==> src/hdl/smas_pkg.sv <==
/*
 * Package for the address-size handling block: register map, field layout,
 * encodings and reset values.
 * Assumes a classic Wishbone slave with 32-bit data and word-aligned registers.
 */
// Summary of operation
// - Short-descriptor contexts take stage 1 transient hint from incoming, possibly overridden, attributes.
// - Walk disable bit 0 is honoured also in hypervisor and monitor banks.
// - Secure hypervisor banks apply the walk security attribute from either control register.
// - Stage 1 with stage 2 bypass banks still apply attribute-only second stage.
// - That attribute-only stage also covers the bank's own table walk accesses.
// - Non-secure non-hypervisor banks carry a virtual machine tag, bypass-format too.
// - Instruction-attribute override can make instruction fetches be treated as data.
// - Secure instruction-fetch check is evaluated after the instruction override.
// - User cache maintenance disable applies whether or not translation is enabled.
// - Virtual addresses up to 32 or 49 bits; intermediate and physical up to 48.
// - Upstream width field reports largest upstream address port width.
// - Intermediate width field reports supported intermediate address width.
// - Output width field reports downstream bus width.
// - Without stage 1 support, upstream and intermediate widths read equal.
// - Without stage 2 support, intermediate and output widths read equal.
// - Effective intermediate size is intermediate width, or min with output width for bypass.
// - Output range limit comes from control register 2 for stage 1, control register for stage 2.
// - Bypassed transactions have their address truncated to the output width.
// - Other transactions go to the bank, maybe sign-extended, then checked per stage.
// - Bypass on client bypass bit, unmatched or multi-match without fault, or bypass type.
// - Sign-extension at the position field; nonzero bits above give a level 0 fault.
package smas_pkg;

  localparam int unsigned ADDR_W      = 49;
  localparam int unsigned VA32_W      = 32;
  localparam int unsigned OUT_MAX_W   = 48;

  // Width codes used by the width fields and the range limit.
  localparam logic [2:0] W_32 = 3'h0;
  localparam logic [2:0] W_36 = 3'h1;
  localparam logic [2:0] W_40 = 3'h2;
  localparam logic [2:0] W_42 = 3'h3;
  localparam logic [2:0] W_44 = 3'h4;
  localparam logic [2:0] W_48 = 3'h5;

  // Implemented capabilities; the widths obey the equal-width constraints.
  localparam logic       FIRST_STAGE_SUPPORT  = 1'b1;
  localparam logic       SECOND_STAGE_SUPPORT = 1'b1;
  localparam logic [3:0] UPSTREAM_WIDTH_CODE  = 4'h5;
  localparam logic [3:0] INTERMED_WIDTH_CODE  = 4'h5;
  localparam logic [3:0] OUTPUT_WIDTH_CODE    = 4'h4;

  // Register byte offsets.
  localparam logic [7:0] OFS_ID0     = 8'h00;
  localparam logic [7:0] OFS_ID2     = 8'h04;
  localparam logic [7:0] OFS_GCFG    = 8'h08;
  localparam logic [7:0] OFS_S2CB    = 8'h0C;
  localparam logic [7:0] OFS_BATTR   = 8'h10;
  localparam logic [7:0] OFS_BATTR2  = 8'h14;
  localparam logic [7:0] OFS_BTCR    = 8'h18;
  localparam logic [7:0] OFS_BTCR2   = 8'h1C;
  localparam logic [7:0] OFS_BSCTL   = 8'h20;
  localparam logic [7:0] OFS_SCFG1   = 8'h24;
  localparam logic [7:0] OFS_STATUS  = 8'h28;

  // Field positions.
  localparam int unsigned ID0_S1_BIT   = 30;
  localparam int unsigned ID0_S2_BIT   = 29;
  localparam int unsigned ID2_IW_LSB   = 0;
  localparam int unsigned ID2_OW_LSB   = 4;
  localparam int unsigned ID2_UW_LSB   = 8;
  localparam int unsigned GCFG_CBP     = 0;
  localparam int unsigned GCFG_UMF     = 1;
  localparam int unsigned GCFG_MMF     = 2;
  localparam int unsigned S2CB_TYPE_LSB = 16;
  localparam int unsigned S2CB_INST_LSB = 26;
  localparam int unsigned S2CB_TRANS_BIT = 28;
  localparam int unsigned BATTR_VIRTUAL_MACHINE_TAG_LSB = 0;
  localparam int unsigned BATTR_ATTR_LSB = 12;
  localparam int unsigned BATTR_TYPE_LSB = 16;
  localparam int unsigned BATTR_HYP_BIT  = 20;
  localparam int unsigned BATTR_MON_BIT  = 21;
  localparam int unsigned BATTR_SEC_BIT  = 22;
  localparam int unsigned BATTR2_WIDE_BIT = 0;
  localparam int unsigned BTCR_WD0_BIT   = 7;
  localparam int unsigned BTCR_NSW_BIT   = 14;
  localparam int unsigned BTCR_RNG_LSB   = 16;
  localparam int unsigned BTCR_LONG_BIT  = 31;
  localparam int unsigned BTCR2_RNG_LSB  = 0;
  localparam int unsigned BTCR2_NSW_BIT  = 14;
  localparam int unsigned BTCR2_SEP_LSB  = 15;
  localparam int unsigned BSCTL_EN_BIT   = 0;
  localparam int unsigned BSCTL_UCM_BIT  = 1;
  localparam int unsigned SCFG1_SIF_BIT  = 8;

  localparam logic [31:0] GCFG_RESET = 32'h0000_0001;

  typedef enum logic [1:0] {
    SMAS_ST_TRANS  = 2'b00,
    SMAS_ST_BYPASS = 2'b01,
    SMAS_ST_FAULT  = 2'b10
  } smas_s2type_e;

  typedef enum logic [1:0] {
    SMAS_CB_S2ONLY  = 2'b00,
    SMAS_CB_S1BYP   = 2'b01,
    SMAS_CB_S1S2    = 2'b10
  } smas_cbtype_e;

  typedef enum logic [1:0] {
    SMAS_IC_KEEP = 2'b00,
    SMAS_IC_DATA = 2'b10,
    SMAS_IC_INST = 2'b11
  } smas_inst_e;

  // Incoming transaction.
  typedef struct packed {
    logic [ADDR_W-1:0] addr;
    logic              instr;
    logic              transient;
    logic              walk;
    logic              matched;
    logic              multi;
  } smas_req_s;

  // Transaction after address handling.
  typedef struct packed {
    logic [ADDR_W-1:0] addr;
    logic              bypass;
    logic              instr;
    logic              transient;
    logic [3:0]        s2_attr;
    logic              s2_attr_only;
    logic [7:0]        vm_tag;
    logic              walk_ns;
    logic              walk_dis;
    logic              fault;
    logic              sif_fault;
    logic [3:0]        eff_ia_code;
    logic [2:0]        range_code;
  } smas_rsp_s;

  function automatic logic [5:0] code_bits(input logic [3:0] c);
    case (c)
      4'h0: code_bits = 6'd32;
      4'h1: code_bits = 6'd36;
      4'h2: code_bits = 6'd40;
      4'h3: code_bits = 6'd42;
      4'h4: code_bits = 6'd44;
      default: code_bits = 6'd48;
    endcase
  endfunction

endpackage

==> src/hdl/smas_top.sv <==
/*
 * Address-size and context-format handling of one translation context bank,
 * with its configuration registers on a classic Wishbone slave.
 * Assumes requests arrive from logic on CLK with REQ_VALID; one result per request.
 */
`timescale 1ns/10ps
`default_nettype none
module smas_top (
  input  wire logic                CLK,
  input  wire logic                NRST,
  input  wire logic                WB_CYC_I,
  input  wire logic                WB_STB_I,
  input  wire logic                WB_WE_I,
  input  wire logic [7:0]          WB_ADR_I,
  input  wire logic [3:0]          WB_SEL_I,
  input  wire logic [31:0]         WB_DAT_I,
  output logic [31:0]              WB_DAT_O,
  output logic                     WB_ACK_O,
  input  wire logic                REQ_VALID,
  input  wire smas_pkg::smas_req_s REQ,
  input  wire logic                CMO_USER,
  output logic                     RSP_VALID,
  output smas_pkg::smas_rsp_s      RSP,
  output logic                     CMO_BLOCK
);
  import smas_pkg::*;

  logic [31:0] gcfg_q, s2cb_q, battr_q, battr2_q, btcr_q, btcr2_q, bsctl_q, scfg1_q;
  logic [31:0] status_q;
  logic        ack_q;
  logic [31:0] rdat_q;
  logic        rsp_valid_q;
  smas_rsp_s   rsp_q;
  logic        cmo_block_q;

  ////////////////////////////////////////////////////////////////////////////
  // Identification values.

  logic [31:0] id0;
  logic [31:0] id2;
  logic [3:0]  uw_code, iw_code, ow_code;

  always_comb begin
    // Missing stages force equal widths, so software never sees a contradiction.
    ow_code = OUTPUT_WIDTH_CODE;
    iw_code = SECOND_STAGE_SUPPORT ? INTERMED_WIDTH_CODE : ow_code;
    uw_code = FIRST_STAGE_SUPPORT ? UPSTREAM_WIDTH_CODE : iw_code;
    id0 = 32'h0;
    id0[ID0_S1_BIT] = FIRST_STAGE_SUPPORT;
    id0[ID0_S2_BIT] = SECOND_STAGE_SUPPORT;
    id2 = 32'h0;
    id2[ID2_IW_LSB +: 4] = iw_code;
    id2[ID2_OW_LSB +: 4] = ow_code;
    id2[ID2_UW_LSB +: 4] = uw_code;
  end

  ////////////////////////////////////////////////////////////////////////////
  // Wishbone slave: one wait state, ack for one cycle, unmapped reads zero.

  logic        wb_req;
  logic [31:0] wmask;
  logic [31:0] rd_mux;

  assign wb_req = WB_CYC_I & WB_STB_I & ~ack_q;

  always_comb begin
    for (int i = 0; i < 4; i++) begin
      wmask[i*8 +: 8] = {8{WB_SEL_I[i]}};
    end
  end

  function automatic logic [31:0] merge(input logic [31:0] old, input logic [31:0] nw, input logic [31:0] m);
    merge = (old & ~m) | (nw & m);
  endfunction

  always_ff @(posedge CLK or negedge NRST) begin
    if (!NRST) begin
      ack_q <= 1'b0;
    end else begin
      ack_q <= wb_req;
    end
  end

  always_ff @(posedge CLK or negedge NRST) begin
    if (!NRST) begin
      gcfg_q   <= GCFG_RESET;
      s2cb_q   <= 32'h0;
      battr_q  <= 32'h0;
      battr2_q <= 32'h0;
      btcr_q   <= 32'h0;
      btcr2_q  <= 32'h0;
      bsctl_q  <= 32'h0;
      scfg1_q  <= 32'h0;
    end else if (wb_req && WB_WE_I) begin
      unique case (WB_ADR_I)
        OFS_GCFG:   gcfg_q   <= merge(gcfg_q, WB_DAT_I, wmask);
        OFS_S2CB:   s2cb_q   <= merge(s2cb_q, WB_DAT_I, wmask);
        OFS_BATTR:  battr_q  <= merge(battr_q, WB_DAT_I, wmask);
        OFS_BATTR2: battr2_q <= merge(battr2_q, WB_DAT_I, wmask);
        OFS_BTCR:   btcr_q   <= merge(btcr_q, WB_DAT_I, wmask);
        OFS_BTCR2:  btcr2_q  <= merge(btcr2_q, WB_DAT_I, wmask);
        OFS_BSCTL:  bsctl_q  <= merge(bsctl_q, WB_DAT_I, wmask);
        OFS_SCFG1:  scfg1_q  <= merge(scfg1_q, WB_DAT_I, wmask);
        default: ;
      endcase
    end
  end

  always_comb begin
    unique case (WB_ADR_I)
      OFS_ID0:    rd_mux = id0;
      OFS_ID2:    rd_mux = id2;
      OFS_GCFG:   rd_mux = gcfg_q;
      OFS_S2CB:   rd_mux = s2cb_q;
      OFS_BATTR:  rd_mux = battr_q;
      OFS_BATTR2: rd_mux = battr2_q;
      OFS_BTCR:   rd_mux = btcr_q;
      OFS_BTCR2:  rd_mux = btcr2_q;
      OFS_BSCTL:  rd_mux = bsctl_q;
      OFS_SCFG1:  rd_mux = scfg1_q;
      OFS_STATUS: rd_mux = status_q;
      default:    rd_mux = 32'h0;
    endcase
  end

  always_ff @(posedge CLK or negedge NRST) begin
    if (!NRST) begin
      rdat_q <= 32'h0;
    end else if (wb_req) begin
      rdat_q <= WB_WE_I ? 32'h0 : rd_mux;
    end
  end

  assign WB_DAT_O = rdat_q;
  assign WB_ACK_O = ack_q;

  ////////////////////////////////////////////////////////////////////////////
  // Transaction path.

  logic              client_bypass, unmatched_fault_bit, multi_match_fault_bit;
  smas_s2type_e      s2type;
  smas_inst_e        instr_attr_override;
  smas_cbtype_e      cbtype;
  logic              hyp_bank, mon_bank, sec_bank, wide_sel, xlat_en, long_fmt;
  logic              bypass, instr_eff, sif_fault, sext_on, sext_fault, fault;
  logic [5:0]        sign_ext_position, ow_bits, eff_bits, rng_bits, in_bits;
  logic [2:0]        range_code;
  logic [3:0]        eff_code;
  logic [ADDR_W-1:0] trunc_addr, sext_addr, hi_mask;
  smas_rsp_s         rsp_d;

  always_comb begin
    client_bypass         = gcfg_q[GCFG_CBP];
    unmatched_fault_bit   = gcfg_q[GCFG_UMF];
    multi_match_fault_bit = gcfg_q[GCFG_MMF];
    s2type              = smas_s2type_e'(s2cb_q[S2CB_TYPE_LSB +: 2]);
    instr_attr_override = smas_inst_e'(s2cb_q[S2CB_INST_LSB +: 2]);
    cbtype   = smas_cbtype_e'(battr_q[BATTR_TYPE_LSB +: 2]);
    hyp_bank = battr_q[BATTR_HYP_BIT];
    mon_bank = battr_q[BATTR_MON_BIT];
    sec_bank = battr_q[BATTR_SEC_BIT];
    wide_sel = battr2_q[BATTR2_WIDE_BIT];
    xlat_en  = bsctl_q[BSCTL_EN_BIT];
    long_fmt = btcr_q[BTCR_LONG_BIT];

    bypass = client_bypass
           | (~REQ.matched & ~unmatched_fault_bit)
           | (REQ.matched & REQ.multi & ~multi_match_fault_bit)
           | (s2type == SMAS_ST_BYPASS);

    unique case (instr_attr_override)
      SMAS_IC_DATA: instr_eff = 1'b0;
      SMAS_IC_INST: instr_eff = 1'b1;
      default:      instr_eff = REQ.instr;
    endcase
    // Applied after the override: a fetch turned into data is never flagged.
    sif_fault = scfg1_q[SCFG1_SIF_BIT] & instr_eff & REQ.matched & sec_bank;

    ow_bits = code_bits(ow_code);
    hi_mask = '0;
    for (int b = 0; b < ADDR_W; b++) begin
      hi_mask[b] = (6'(b) >= ow_bits);
    end
    trunc_addr = REQ.addr & ~hi_mask;

    // Effective intermediate size used for the output check of stage 1.
    if (cbtype == SMAS_CB_S1BYP && ow_code < iw_code) begin
      eff_code = ow_code;
    end else begin
      eff_code = iw_code;
    end
    eff_bits = code_bits(eff_code);

    range_code = (cbtype == SMAS_CB_S2ONLY) ? btcr_q[BTCR_RNG_LSB +: 3]
                                           : btcr2_q[BTCR2_RNG_LSB +: 3];
    rng_bits = code_bits({1'b0, range_code});
    if (rng_bits > eff_bits) begin
      rng_bits = eff_bits;
    end

    // Input width: 32 bits in narrow format, up to 49 in the wide one.
    in_bits = wide_sel ? 6'(ADDR_W) : 6'(VA32_W);
    if (cbtype == SMAS_CB_S2ONLY) begin
      in_bits = code_bits(iw_code);
    end

    sign_ext_position = btcr2_q[BTCR2_SEP_LSB +: 6];
    if (sign_ext_position > 6'(OUT_MAX_W)) begin
      sign_ext_position = 6'(OUT_MAX_W);
    end
    sext_on = (cbtype != SMAS_CB_S2ONLY) & wide_sel & xlat_en & ~hyp_bank & ~mon_bank;
    sext_addr  = REQ.addr;
    sext_fault = 1'b0;
    if (sext_on) begin
      for (int b = 0; b < ADDR_W; b++) begin
        if (6'(b) > sign_ext_position) begin
          sext_fault = sext_fault | REQ.addr[b];
          sext_addr[b] = REQ.addr[sign_ext_position];
        end
      end
    end

    // Per-stage checks depend on stage, enable and descriptor width.
    fault = sext_fault;
    if (!sext_on && xlat_en) begin
      for (int b = 0; b < ADDR_W; b++) begin
        if (6'(b) >= in_bits) begin
          fault = fault | REQ.addr[b];
        end
      end
    end
    if (!xlat_en) begin
      for (int b = 0; b < ADDR_W; b++) begin
        if (6'(b) >= rng_bits) begin
          fault = fault | REQ.addr[b];
        end
      end
    end
    if (s2type == SMAS_ST_FAULT || (~REQ.matched & unmatched_fault_bit)) begin
      fault = 1'b1;
    end

    rsp_d = '0;
    rsp_d.bypass      = bypass;
    rsp_d.instr       = instr_eff;
    rsp_d.eff_ia_code = eff_code;
    rsp_d.range_code  = range_code;
    if (bypass) begin
      rsp_d.addr = trunc_addr;
    end else begin
      rsp_d.addr      = sext_addr;
      rsp_d.fault     = fault;
      rsp_d.sif_fault = sif_fault;
      // Short descriptors carry no transient bit, so the incoming hint is used.
      rsp_d.transient = REQ.transient;
      if (long_fmt) begin
        rsp_d.transient = REQ.transient & wide_sel;
      end
      // Walk disable is kept for every bank type, hypervisor and monitor too.
      rsp_d.walk_dis = btcr_q[BTCR_WD0_BIT];
      rsp_d.walk_ns  = (hyp_bank & sec_bank)
                     ? (btcr_q[BTCR_NSW_BIT] | btcr2_q[BTCR2_NSW_BIT])
                     : ~sec_bank;
      if (cbtype == SMAS_CB_S1BYP) begin
        rsp_d.s2_attr_only = 1'b1;
        rsp_d.s2_attr      = battr_q[BATTR_ATTR_LSB +: 4];
      end
      if (!sec_bank && !hyp_bank) begin
        rsp_d.vm_tag = battr_q[BATTR_VIRTUAL_MACHINE_TAG_LSB +: 8];
      end
    end
  end

  always_ff @(posedge CLK or negedge NRST) begin
    if (!NRST) begin
      rsp_valid_q <= 1'b0;
      rsp_q       <= '0;
    end else begin
      rsp_valid_q <= REQ_VALID;
      if (REQ_VALID) begin
        rsp_q <= rsp_d;
      end
    end
  end

  // Status keeps the last fault flags and bypass outcome; sticky until next result.
  always_ff @(posedge CLK or negedge NRST) begin
    if (!NRST) begin
      status_q <= 32'h0;
    end else if (REQ_VALID) begin
      status_q <= {28'h0, cmo_block_q, rsp_d.sif_fault, rsp_d.fault, rsp_d.bypass};
    end
  end

  // User cache maintenance is blocked by the bank control alone, not by enable.
  always_ff @(posedge CLK or negedge NRST) begin
    if (!NRST) begin
      cmo_block_q <= 1'b0;
    end else begin
      cmo_block_q <= CMO_USER & ~bsctl_q[BSCTL_UCM_BIT];
    end
  end

  assign RSP_VALID = rsp_valid_q;
  assign RSP       = rsp_q;
  assign CMO_BLOCK = cmo_block_q;

endmodule // smas_top
`default_nettype wire

==> config.mk <==
export PLATFORM = sky130hd
export DESIGN_NAME = smas_top
export DESIGN_NICKNAME = d
export VERILOG_FILES = /design/src/hdl/smas_pkg.sv /design/src/hdl/smas_top.sv
export SDC_FILE = /design/constraint.sdc
export NUM_CORES = 1
export LEC_CHECK = 0
export BUFFER_PORTS_ARGS = -buffer_cell sky130_fd_sc_hd__buf_2
export CAP_MARGIN = 20
export CORE_ASPECT_RATIO = 1.1
export CORE_MARGIN = 2
export CORE_UTILIZATION = 60
export DETAILED_ROUTE_END_ITERATION = 10
export GPL_ROUTABILITY_DRIVEN = 0
export PLACE_DENSITY = 0.82
export SLEW_MARGIN = 20
export SYNTH_ARGS = -nofsm -noshare
export SYNTH_HDL_FRONTEND = slang
export SYNTH_SLANG_ARGS = --single-unit
==> constraint.sdc <==
create_clock -name CLK -period 4.1 [get_ports CLK]
set_input_delay 0.615 -clock CLK [delete_from_list [all_inputs] [get_ports CLK]]
set_output_delay 0.615 -clock CLK [all_outputs]
set_load 0.02 [all_outputs]
==> impl_metrics.env <==
export IMPL_antenna_left=0
export IMPL_worst_slew_pin_slew_ns=1.06
export IMPL_syn_inst=1443
export IMPL_io_pins=216
export IMPL_grt_overflow=0
export IMPL_yosys_register_bits=366
export IMPL_postCtsSetupBuffers=0
export IMPL_antenna_found_initial=6
export IMPL_status="complete, no violations"
export IMPL_die_w_um=166
export IMPL_power_density_nw_per_um2=376
export IMPL_insertion_delay_ns=0.54
export IMPL_fin_util_pct=69.8
export IMPL_slew_headroom_pct=29.3
export IMPL_synth_edff_count=0
export IMPL_clk_pin_slew_ns=0.06
export IMPL_fmax_mhz=308
export IMPL_start_kind="flip-flop"
export IMPL_endpoint_kind="flip-flop"
export IMPL_finalHoldViolCount=0
export IMPL_top_usage_layer="met2"
export IMPL_slowest_stage="dfrtp_1"
export IMPL_layout_nets=1753
export IMPL_use_met2_pct=51.4
export IMPL_final_area_um2=19900
export IMPL_ir_worst_vdd_mv=0.324
export IMPL_cts_root_buffer="clkbuf_16"
export IMPL_grt_pass1_wl_mm=76.8
export IMPL_met1_usage_pct=42.6
export IMPL_wl_per_cell_um=23.7
export IMPL_period_minus_slack_ns=3.25
export IMPL_placedInstanceArea_um2=18700
export IMPL_port_buffers=212
export IMPL_cts_hold_buffers=0
export IMPL_required_ns=4.49
export IMPL_place_hpwl_mm=32.2
export IMPL_dr_pass1_iters=6
export IMPL_fin_setup_tns_ns=0
export IMPL_cts_buffers=37
export IMPL_drt_iter0_drc=1618
export IMPL_grt_max_degree=133
export IMPL_worst_slack_ns=0.854
export IMPL_grt_use_total_pct=31.9
export IMPL_core_area_um2=28500
export IMPL_synthArstFlopShare_pct=100
export IMPL_cap_violations=0
export IMPL_syn_area_per_cell_um2=12.0
export IMPL_vias=13598
export IMPL_ctsResizeCount=0
export IMPL_cts_buffer_depth=3
export IMPL_slew_violations=0
export IMPL_crit_chain="inv_1 > o41ai_1 > nand2b_1 > a221oi_1 > nand4_1 > a2111oi_2 > a31oi_1"
export IMPL_cp_slowest_stage_delay_ns=1.04
export IMPL_p_total_mw=7.49
export IMPL_fp_dieArea_um2=30200
export IMPL_path_class="reg2reg"
export IMPL_critPathBufInv=1
export IMPL_start_util_pct=60.6
export IMPL_area_delta_synth_final_pct=15.1
export IMPL_yosysWarnings=0
export IMPL_vias_per_cell=6.66
export IMPL_report_final_setup_viol=0
export IMPL_gr_usage_met3_pct=6.16
export IMPL_hold_class="in2reg"
export IMPL_drc=0
export IMPL_mostFrequentLayoutCells="dfrtp_1 (364), mux2_2 (232), buf_2 (210)"
export IMPL_cts_tree="done"
export IMPL_fp_row_count=65
export IMPL_crit_path_max_fanout=27
export IMPL_die_y_um=182
export IMPL_synth_cell_type_count=77
export IMPL_power_leakage_nw=9.80
export IMPL_final_common_cell="dfrtp_1"
export IMPL_routed_wl_mm=48.3
export IMPL_synth_area_um2=17300
export IMPL_cts_max_level=2
export IMPL_fin_crit_sh_pct=79.2
export IMPL_cp_arrival_ns=3.64
export IMPL_place_worst_setup_slack_ns=0.977
export IMPL_crit_family="compound AO/OA/AOI/OAI gates"
export IMPL_fin_worst_skew_ns=0.0221
export IMPL_grt_pass1_vias=13638
export IMPL_rsz0062_at_grt="false"
export IMPL_drive_above_1_share_pct=34.3
export IMPL_synth_main_ff_cell="dfrtp_1"
export IMPL_cts_sinks=366
export IMPL_yosysSeqAreaShare_pct=52.9
metrics by stage:
step                      std cells  hold WS [ns]
after floorplan                1444         0.319
after global placement         1970         0.445
after detailed placement       1970         0.467
after CTS                      2035         0.280
after global routing           2040         0.332
final                          2041         0.327
cell families after synthesis:
| kind of cell | after synthesis | share of synthesized area [%] |
|---|---|---|
| fa+ha+maj | 6 | 0.419 |
| other cells | 1 | 0.0217 |
| simple gates | 297 | 8.22 |
| mux | 303 | 19.9 |
| buf+inv | 113 | 3.25 |
| xor+xnor | 2 | 0.101 |
| flops | 366 | 52.9 |
| compound gates | 355 | 15.2 |
per-layer routing:
layer	wire, µm	vias to the layer above
met1	19000	6734
li1	-	5883
met3	4210	191
met5	27	-
met2	23000	786
met4	2040	4
final timing paths:
| kind | start | slack, ns | endpoint | cells after the start |
|---|---|---|---|---|
| max | flip-flop | 0.85 | status_q[1] | 7 |
| min | CMO_USER | 0.33 | CMO_BLOCK | 2 |
| max reg2reg | flip-flop | 0.85 | status_q[1] | 7 |
| min reg2reg | RSP[5] | 0.48 | RSP[5] | 1 |
| max in group asynchronous | NRST | 2.23 | async pin | 4 |
| min in group asynchronous | NRST | 0.56 | async pin | 2 |
cell type report:
class                   count  area [µm²]
flip-flops and latches    366        9160
fillers                  2000        8630
multi-input cells         965        7620
repair buffers            252        1430
clock buffers              58        1090
well taps                 368         460
inverters                  21        78.8
clock inverters             7        60.1
diodes                      4        10.0
where the power goes:
part,internal (mW),switching [mW]
registers,3.68,0.0458
clock network,1.85,1.39
logic,0.170,0.358
total,5.70,1.80
cells in the mapped netlist (3+ instances only):
library cell	number	area [µm²]
a222oi_1	50	500
mux4_2	6	135
a21oi_1	68	340
a31oi_1	16	100
nand2_2	4	25.0
buf_4	12	90.1
nor3_1	8	40.0
buf_1	3	11.3
buf_2	18	90.1
a221oi_1	12	105
a211oi_1	4	30.0
inv_1	21	78.8
nor2_1	82	308
nor4_1	9	56.3
clkbuf_1	52	195
a221o_1	10	100
mux2i_1	37	370
nand2b_1	6	37.5
mux2_2	232	2610
a22oi_1	37	278
a22o_1	46	403
nand3_1	41	205
a21o_1	8	60.1
o22ai_1	4	25.0
o221ai_1	3	26.3
or2_2	6	37.5
nor4b_1	3	26.3
a32oi_1	5	43.8
o31ai_1	7	52.6
dfrtp_1	365	9130
nor2b_1	13	81.3
ha_1	5	62.6
o21ai_1	12	60.1
nor2_2	4	25.0
o21ai_0	44	220
o21a_1	3	22.5
nand4_1	3	18.8
nand2_1	91	342
buf_6	5	56.3
and3_1	12	75.1
o2111ai_1	5	43.8
mux2_1	27	304
Note: power is estimated with default switching activity, not from simulation.
